<file path="config.mk">
export PLATFORM = sky130hd
export DESIGN_NAME = crd_current_remote
export DESIGN_NICKNAME = d
export VERILOG_FILES = /design/src/include/crd_pkg.sv /design/src/verilog/crd_current_remote.sv
export SDC_FILE = /design/constraint.sdc
export NUM_CORES = 1
export LEC_CHECK = 0
export BUFFER_PORTS_ARGS = -buffer_cell sky130_fd_sc_hd__buf_4
export CAP_MARGIN = 20
export CORE_UTILIZATION = 45
export CTS_BUF_LIST = sky130_fd_sc_hd__clkbuf_4 sky130_fd_sc_hd__clkbuf_8
export DETAILED_ROUTE_END_ITERATION = 16
export GPL_ROUTABILITY_DRIVEN = 1
export GPL_TIMING_DRIVEN = 0
export PLACE_DENSITY = 0.68
export SYNTH_ARGS = -nofsm -noshare
export SYNTH_HDL_FRONTEND = slang
export SYNTH_SLANG_ARGS = --single-unit
</file>
<file path="constraint.sdc">
create_clock -name clock_in -period 3.5 [get_ports clock_in]
set_clock_uncertainty 0.2 [all_clocks]
set_input_delay 0.35 -clock clock_in [delete_from_list [all_inputs] [get_ports clock_in]]
set_output_delay 0.35 -clock clock_in [all_outputs]
set_load 0.05 [all_outputs]
</file>
<file path="src/include/crd_pkg.sv">
// Package: constants, states and carriers for current detection and remote outputs.
package crd_pkg;
	// ********************************
	// Timing
	// ********************************
	localparam int unsigned CLK_PERIOD_NS = 25;
	localparam int unsigned TICK_MS = 10;
	localparam int unsigned TICK_CYC = TICK_MS * 1000000 / CLK_PERIOD_NS;
	localparam int unsigned RESP_MS = 100;
	localparam int unsigned ZC_HOLD_MS = 100;
	localparam logic [10:0] RESP_TICKS = 11'(RESP_MS / TICK_MS);
	localparam logic [3:0] ZC_HOLD_TICKS = 4'(ZC_HOLD_MS / TICK_MS);
	// ********************************
	// Settings, reset values and specials
	// ********************************
	localparam logic [7:0] HC_LEVEL_RST = 8'h78;
	localparam logic [9:0] HC_DELAY_RST = 10'h000;
	localparam logic [13:0] HC_HOLD_RST = 14'h000A;
	localparam logic [13:0] HOLD_KEEP = 14'h270F;
	localparam logic [7:0] ZC_LEVEL_RST = 8'h05;
	localparam logic [6:0] ZC_TIME_RST = 7'h32;
	localparam logic [3:0] RET_CLR = 4'h0;
	localparam logic [3:0] RET_SAVE = 4'h1;
	localparam logic [3:0] RET_KEEP_CLR = 4'hA;
	localparam logic [3:0] RET_KEEP_SAVE = 4'hB;
	localparam logic [11:0] REM_RST = 12'h000;
	// ********************************
	// Terminal function-select codes and bit positions
	// ********************************
	localparam logic [7:0] FS_HC_POS = 8'h0C;
	localparam logic [7:0] FS_HC_NEG = 8'h70;
	localparam logic [7:0] FS_ZC_POS = 8'h0D;
	localparam logic [7:0] FS_ZC_NEG = 8'h71;
	localparam logic [7:0] FS_REM_POS = 8'h60;
	localparam logic [7:0] FS_REM_NEG = 8'hC4;
	localparam int unsigned TERM_A_BIT = 0;
	localparam int unsigned TERM_B_BIT = 2;
	// ********************************
	// Types
	// ********************************
	typedef enum logic [1:0] {
		CRD_HC_IDLE = 2'b00,
		CRD_HC_ON = 2'b01,
		CRD_HC_HOLD = 2'b10,
		CRD_HC_LATCH = 2'b11
	} crd_hc_state_t;
	typedef struct packed {
		logic [7:0] high_current_level;
		logic [9:0] high_current_delay;
		logic [13:0] high_current_hold_time;
		logic high_current_trip_select;
		logic [7:0] zero_current_level;
		logic [6:0] zero_current_time;
		logic [3:0] remote_retention_mode;
		logic [7:0] terminal_function_select_a;
		logic [7:0] terminal_function_select_b;
	} crd_cfg_t;
endpackage : crd_pkg

</file>
<file path="src/verilog/crd_current_remote.sv">
// Current detectors, trip fault and remote output terminals of a motor drive.
`timescale 1ns/1ps
// How it works
// - Flag when current exceeds level while running.
// - High-current delay 0 to 10 s, default zero.
// - Flag retained for programmable hold time.
// - Hold 9999 keeps flag until next start.
// - Trip select 1 trips and raises fault.
// - After trip, hold time; 9999 until reset.
// - Trip select changed while flag on ignored.
// - Zero-current flag after current stays below level.
// - Zero-current flag held about 0.1 s.
// - Zero level of zero disables detection.
// - Detectors stay active during auto-tuning.
// - Flags respond with about 0.1 s latency.
// - Current flags reach terminals via codes 12/112/13/113.
// - Remote signal reaches terminals via codes 96/196.
// - Remote word is 12 bits, default zero.
// - Remote bit one drives terminal on, inverted negatively.
// - Modes 0/10 clear remote word at power-on.
// - Modes 1/11 save and restore word nonvolatile.
// - Modes 10/11 keep word through inverter reset.
// - Unassigned terminals ignore remote bits.
module crd_current_remote #(
	parameter int unsigned TICK_CYCLES = crd_pkg::TICK_CYC
) (
	// Clock and power-on reset
	input wire logic clock_in,
	input wire logic rst_b_in,
	// Drive status and events
	input wire logic running_in,
	input wire logic autotune_in,
	input wire logic start_in,
	input wire logic inv_reset_in,
	input wire logic power_fail_in,
	input wire logic [7:0] current_pct_in,
	// Settings
	input crd_pkg::crd_cfg_t cfg_in,
	// Remote word access from the serial link
	input wire logic rem_wr_in,
	input wire logic [11:0] rem_wdata_in,
	output logic [11:0] rem_data_out,
	// Nonvolatile store
	input wire logic [11:0] nvm_data_in,
	output logic nvm_save_out,
	output logic [11:0] nvm_data_out,
	// Flags, fault and terminals
	input wire logic [1:0] term_other_in,
	output logic high_current_flag_out,
	output logic zero_current_flag_out,
	output logic current_detect_trip_fault_out,
	output logic term_a_out,
	output logic term_b_out
);
	import crd_pkg::*;

	// ********************************
	// Functions
	// ********************************
	function automatic logic [10:0] qual_next(input logic cond, input logic tick,
		input logic [10:0] cnt, input logic [10:0] target);
		if (!cond)
			qual_next = 11'h000;
		else if (tick && (cnt < target))
			qual_next = 11'(cnt + 11'h001);
		else
			qual_next = cnt;
	endfunction : qual_next

	function automatic logic term_level(input logic [7:0] sel, input logic hc,
		input logic zc, input logic remote_output_signal, input logic other);
		unique case (sel)
			FS_HC_POS: term_level = hc;
			FS_HC_NEG: term_level = !hc;
			FS_ZC_POS: term_level = zc;
			FS_ZC_NEG: term_level = !zc;
			FS_REM_POS: term_level = remote_output_signal;
			FS_REM_NEG: term_level = !remote_output_signal;
			default: term_level = other;
		endcase
	endfunction : term_level

	// ********************************
	// Time base
	// ********************************
	logic [18:0] tick_cnt_ff;
	logic tick;
	assign tick = (tick_cnt_ff == 19'(TICK_CYCLES - 1));

	always_ff @(posedge clock_in)
	begin
		if (!rst_b_in || tick)
			tick_cnt_ff <= 19'h00000;
		else
			tick_cnt_ff <= 19'(tick_cnt_ff + 19'h00001);
	end

	// ********************************
	// Qualification timers
	// ********************************
	// Auto-tuning counts as running, so both detectors keep watching then.
	logic active;
	logic hc_cond;
	logic zc_cond;
	logic [10:0] hc_target;
	logic [10:0] zc_target;
	logic [10:0] hc_qual_ff;
	logic [10:0] zc_qual_ff;
	logic hc_qual;
	logic zc_qual;
	assign active = running_in || autotune_in;
	assign hc_cond = active && (current_pct_in > cfg_in.high_current_level);
	assign zc_cond = active && (cfg_in.zero_current_level != 8'h00) &&
		(current_pct_in < cfg_in.zero_current_level);
	// The fixed response latency rides on top of the programmed delay.
	assign hc_target = 11'(cfg_in.high_current_delay + RESP_TICKS);
	assign zc_target = 11'(cfg_in.zero_current_time + RESP_TICKS);
	assign hc_qual = hc_cond && (hc_qual_ff >= hc_target);
	assign zc_qual = zc_cond && (zc_qual_ff >= zc_target);

	always_ff @(posedge clock_in)
	begin
		if (!rst_b_in || inv_reset_in)
		begin
			hc_qual_ff <= 11'h000;
			zc_qual_ff <= 11'h000;
		end
		else
		begin
			hc_qual_ff <= qual_next(hc_cond, tick, hc_qual_ff, hc_target);
			zc_qual_ff <= qual_next(zc_cond, tick, zc_qual_ff, zc_target);
		end
	end

	// ********************************
	// High-current flag
	// ********************************
	crd_hc_state_t hc_state_ff;
	crd_hc_state_t nxt_hc_state;
	logic [13:0] hc_hold_ff;
	logic [13:0] nxt_hc_hold;
	logic fault_ff;
	logic fault_set;

	always_comb
	begin
		nxt_hc_state = hc_state_ff;
		nxt_hc_hold = hc_hold_ff;
		unique case (hc_state_ff)
			CRD_HC_IDLE:
			begin
				if (hc_qual)
					nxt_hc_state = CRD_HC_ON;
			end
			CRD_HC_ON:
			begin
				if (!hc_qual)
				begin
					if (cfg_in.high_current_hold_time == HOLD_KEEP)
						nxt_hc_state = CRD_HC_LATCH;
					else if (cfg_in.high_current_hold_time == 14'h0000)
						nxt_hc_state = CRD_HC_IDLE;
					else
					begin
						nxt_hc_state = CRD_HC_HOLD;
						nxt_hc_hold = cfg_in.high_current_hold_time;
					end
				end
			end
			CRD_HC_HOLD:
			begin
				if (hc_qual)
					nxt_hc_state = CRD_HC_ON;
				else if (tick)
				begin
					nxt_hc_hold = 14'(hc_hold_ff - 14'h0001);
					if (hc_hold_ff <= 14'h0001)
						nxt_hc_state = CRD_HC_IDLE;
				end
			end
			CRD_HC_LATCH:
			begin
				// A trip holds the flag until a reset, not until a start.
				if (start_in && !fault_ff)
					nxt_hc_state = CRD_HC_IDLE;
			end
		endcase
	end

	always_ff @(posedge clock_in)
	begin
		if (!rst_b_in || inv_reset_in)
		begin
			hc_state_ff <= CRD_HC_IDLE;
			hc_hold_ff <= 14'h0000;
		end
		else
		begin
			hc_state_ff <= nxt_hc_state;
			hc_hold_ff <= nxt_hc_hold;
		end
	end

	// Trip select is sampled only on the rising flag, so a late change waits.
	assign fault_set = (hc_state_ff == CRD_HC_IDLE) && hc_qual &&
		cfg_in.high_current_trip_select;

	always_ff @(posedge clock_in)
	begin
		if (!rst_b_in)
			fault_ff <= 1'b0;
		else
			fault_ff <= fault_set || (fault_ff && !inv_reset_in);
	end

	// ********************************
	// Zero-current flag
	// ********************************
	logic [3:0] zc_hold_ff;
	logic zc_flag_ff;

	always_ff @(posedge clock_in)
	begin
		if (!rst_b_in || inv_reset_in)
			zc_hold_ff <= 4'h0;
		else if (zc_qual)
			zc_hold_ff <= ZC_HOLD_TICKS;
		else if (tick && (zc_hold_ff != 4'h0))
			zc_hold_ff <= 4'(zc_hold_ff - 4'h1);
	end

	always_ff @(posedge clock_in)
	begin
		if (!rst_b_in || inv_reset_in)
			zc_flag_ff <= 1'b0;
		else
			zc_flag_ff <= zc_qual || (zc_hold_ff != 4'h0);
	end

	// ********************************
	// Remote output word
	// ********************************
	logic [11:0] rem_bits_ff;
	logic restore_ff;
	logic mode_save;
	logic mode_keep;
	assign mode_save = (cfg_in.remote_retention_mode == RET_SAVE) ||
		(cfg_in.remote_retention_mode == RET_KEEP_SAVE);
	assign mode_keep = (cfg_in.remote_retention_mode == RET_KEEP_CLR) ||
		(cfg_in.remote_retention_mode == RET_KEEP_SAVE);

	// The stored word is read one cycle after release, never under reset.
	always_ff @(posedge clock_in)
	begin
		if (!rst_b_in)
			restore_ff <= 1'b1;
		else
			restore_ff <= 1'b0;
	end

	always_ff @(posedge clock_in)
	begin
		if (!rst_b_in)
			rem_bits_ff <= REM_RST;
		else if (restore_ff)
			rem_bits_ff <= mode_save ? nvm_data_in : REM_RST;
		else if (inv_reset_in && !mode_keep)
			rem_bits_ff <= REM_RST;
		else if (rem_wr_in)
			rem_bits_ff <= rem_wdata_in;
	end

	// Only a power failure saves; inverter resets never touch the store.
	always_ff @(posedge clock_in)
	begin
		if (!rst_b_in)
		begin
			nvm_save_out <= 1'b0;
			nvm_data_out <= REM_RST;
		end
		else
		begin
			nvm_save_out <= power_fail_in && mode_save;
			if (power_fail_in && mode_save)
				nvm_data_out <= rem_bits_ff;
		end
	end

	// ********************************
	// Terminals
	// ********************************
	always_ff @(posedge clock_in)
	begin
		if (!rst_b_in)
		begin
			term_a_out <= 1'b0;
			term_b_out <= 1'b0;
		end
		else
		begin
			term_a_out <= term_level(cfg_in.terminal_function_select_a,
				high_current_flag_out, zc_flag_ff, rem_bits_ff[TERM_A_BIT],
				term_other_in[0]);
			term_b_out <= term_level(cfg_in.terminal_function_select_b,
				high_current_flag_out, zc_flag_ff, rem_bits_ff[TERM_B_BIT],
				term_other_in[1]);
		end
	end

	assign high_current_flag_out = (hc_state_ff != CRD_HC_IDLE);
	assign zero_current_flag_out = zc_flag_ff;
	assign current_detect_trip_fault_out = fault_ff;
	assign rem_data_out = rem_bits_ff;
endmodule : crd_current_remote

</file>
==> out/metrics.csv <==
stage;metric;value;unit
worst_setup_path;R2R setup slack;0.75;ns
power;Net Sw Frac;26.3;%
clocking;Sink Count;91;
route;Via density;5.43;
power;PD cells;315;mW/mm^2
worst_setup_path;worst r2r src;hc_qual_ff[6]$_SDFFE_PP0P_;
clocking;Max clock buf depth;2;
global_routing;vias in the first global route;5497;
worst_setup_path;FF-to-FF End;hc_hold_ff[7]$_SDFFE_PP0P_;
logic_synthesis;Synth Cell Area;0.00552;sq mm
clocking;post_cts resized;0;
clocking;Setup Fix Bufs, Post-CTS;0;
final_layout;synthesis-to-finish area growth;27.3;%
logic_synthesis;Yosys top cell by area;dfxtp_1;
worst_setup_path;CP Launch Point;cfg_in[51];
clocking;clk_lat worst skew;0.37;ns
route;Antenna Nets Post-Route;0;
sta;slew margin rel.;59.8;%
worst_setup_path;Setup crit end;hc_hold_ff[7]$_SDFFE_PP0P_;
power;combinational power share;15.4;%
logic_synthesis;ys flop type;dfxtp_1;
sta;Period minus WS final;3.00;ns
clocking;cts hold-fix bufs;5;
sta;RSZ-0062 raised after global routing;no;
logic_synthesis;register bit total from synthesis;91;
global_routing;antenna violations before repair;0;
power;Psw;0.000582;W
die;die span in x;113;um
sta;Hold Fails Final Rpt;0;
worst_setup_path;CP Capture Type;flip-flop;
route;DR vias;5402;
place;Post-DP HPWL;11.3;mm
route;Routed WL;14.2;mm
worst_setup_path;CP arrival;3.04;ns
final_layout;antenna cells;0;
die;Core Rows;40;
clocking;CTS clk-pin slew, worst paths;0.09;ns
route;DR DRC count;0;
sta;Worst-Margin Slew;0.599;ns
worst_setup_path;crit path max fanout;10;
sta;Final setup viols;0;
status;outcome;finished, final reports clean;
route;Pre-antenna DRT Iters;4;
die;core area;0.0120;sq mm
die;starting density of the core;46.1;%
logic_synthesis;Avg Inst Size Synth;8.03;sq um
logic_synthesis;Post-synth EDFFs;0;
sta;TNS Setup;0;ns
hold_path;Worst Hold Class;in2reg;
global_routing;first-pass GRT wire length;24.3;mm
worst_setup_path;startpoint class of the critical path;input port;
power;clock network fraction of total power;36.7;%
logic_synthesis;post-synthesis async set-or-reset flop share;0;%
power;Internal;0.00163;W
die;Chip Height;113;um
run;total of max-cap violations;0;
place;routability congestion estimate;0.881;
place;placed cell area;0.00675;sq mm
logic_synthesis;Syn. warnings;0;
global_routing;GRT Util Overall;23.6;%
logic_synthesis;sequential element share of the synthesized area;33.0;%
clocking;TritonCTS clock tree;yes;
logic_synthesis;share of the synthesized area in the top cell type;33.0;%
clocking;CTS buffer count;9;
logic_synthesis;Mapped Nets;839;
final_layout;share of cells above drive strength 1;20.1;%
clocking;clk root buf;clkbuf_8;
clocking;CTS H-Tree Depth;3;
logic_synthesis;Synth cell types;62;
sta;fmax;333;MHz
power;Max VDD drop;0.170;mV
route;Routed wire per std cell;14.3;um
power;Seq pwr share;47.8;%
worst_setup_path;length in cells of the worst reg-to-reg path;8;
global_routing;largest net degree at the start of global routing;17;
die;total die area;0.0127;sq mm
logic_synthesis;largest cells by area after synthesis;dfxtp_1 33%, ha_1 9.5%, nor2_1 5.5%;
final_layout;fin area;0.00702;sq mm
place;port buffer count;139;
logic_synthesis;Synth Instances;687;
final_layout;Final Net Count;994;
sta;crit share post-route;85.8;%
power;Leakage;3.08;nW
sta;Slew Limit Fails;0;
global_routing;grt ovf;0;
die;# IOs;140;
worst_setup_path;Worst Path Class, Setup;in2reg;
route;Iter 0 DRT Violations;262;
worst_setup_path;WP data required;3.54;ns
## kinds of logic after synthesis
family	share of synthesized area, %
buffers and inverters	4.40
adders and majority gates	9.52
DFF	33.0
xor gates and xnor gates	7.30
and+or+nand+nor	25.0
AOI/OAI and AO/OA	18.1
muxes	2.72
## state kept, by name, indices dropped and copies added, names as in the netlist
register and count:
current_detect_trip_fault_out 1, hc_hold_ff 14, hc_qual_ff 11, hc_state_ff 2, nvm_data_out 12, nvm_save_out 1, rem_data_out 12, restore_ff 1
term_a_out 1, term_b_out 1, tick_cnt_ff 19, zc_hold_ff 4, zc_qual_ff 11, zero_current_flag_out 1
## through the flow
stage | util, % | hold slack [ns] | std cells | worst slack (ns) | power (W)
6_report | 58.7 | 0.0224 | 994 | 0.498 | 0.00221
5_1_grt | 58.7 | 0.00989 | 994 | 0.297 | 0.00233
4_1_cts | 58.7 | 0.00685 | 994 | 0.483 | 0.00224
3_5_place_dp | 56.4 | 0.220 | 973 | 0.0885 | 0.00142
3_3_place_gp | 56.4 | 0.215 | 973 | 0.162 | 0.00141
2_1_floorplan | - | 0.208 | 687 | 0.581 | 0.00125
## cells in the final DEF (no fill, tap or decap), drive strengths merged, types with 5 or more instances in the layout
cell and instances:
nor4 6, a21o 6, o211ai 7, ha 42
nor3 12, inv 43, mux2i 15, nand2 68
buf 145, o21a 7, or3 7, and3 10
nor3b 7, dlygate4sd3 5, a21oi 35, o2111ai 6
xnor2 13, dfxtp 91, nand4 15, o31ai 7
clkbuf 27, nand3 43, nor2 82, o21ai 56
xor2 33
## worst min path at each step
| stage | end | slack (ns) | cells past startpoint | start |
|---|---|---|---|---|
| 5_1_grt | rem_data_out[1]$_SDFFE_PN0P_ | 0.01 | 3 | nvm_data_in[1] |
| 6_report | current_detect_trip_fault_out$_SDFF_PN0_ | 0.02 | 3 | cfg_in[35] |
| 3_3_place_gp | zc_qual_ff[10]$_SDFFE_PP0P_ | 0.21 | 2 | zc_qual_ff[10]$_SDFFE_PP0P_ |
| 4_1_cts | current_detect_trip_fault_out$_SDFF_PN0_ | 0.007 | 3 | cfg_in[35] |
| 2_1_floorplan | zc_qual_ff[10]$_SDFFE_PP0P_ | 0.21 | 2 | zc_qual_ff[10]$_SDFFE_PP0P_ |
| 3_5_place_dp | zc_qual_ff[10]$_SDFFE_PP0P_ | 0.22 | 2 | zc_qual_ff[10]$_SDFFE_PP0P_ |
## routing by layer
metal	vias up	GRT usage (%)	wire length (um)
met5	-	0	0
met4	0	8.18	308
met3	27	5.20	777
met2	153	43.2	6950
met1	2462	26.9	6140
li1	2760	-	-
## area by class of cell
cell class	instances	area, sq um
repair buffers	144	1090
clock inverters	6	95.1
plain buffers	23	92.6
clock buffers	10	131
well taps	147	184
multi-input cells	533	3450
inverters	40	150
flip-flops and latches	91	1820
fillers	1119	4940
## synthesized netlist by cell type (all sizes together), types with 6 or more instances
cell,count
mux2i,15
buf,6
nor3b,7
nor3,12
nor4,6
inv,40
nand3,43
ha,42
xor2,33
o211ai,7
o2111ai,6
a21oi,35
xnor2,13
clkbuf,17
nand4,15
dfxtp,91
a21o,6
or3,7
nand2,68
o21a,7
and3,10
nor2,82
o31ai,7
o21ai,56
## worst max-delay path, stage by stage
cell and delay [ns]:
buf_4 0.13, ha_1 0.24, o21ai_0 0.20, xor2_1 0.11
ha_1 0.32, o21ai_0 0.10, o21a_1 0.19, o31ai_2 0.54
o21ai_0 0.33, clkbuf_1 0.30, nand3_1 0.14, o211ai_1 0.09
## power groups by stage
stage	clock network, W	registers [W]	logic, W
floorplan	0	0.00111	0.000137
global placement	0	0.00108	0.000327
detailed placement	0	0.00108	0.000336
CTS	0.000838	0.00106	0.000343
global route	0.000888	0.00106	0.000381
finish	0.000813	0.00106	0.000342
Power figures use the tool's default switching activity.
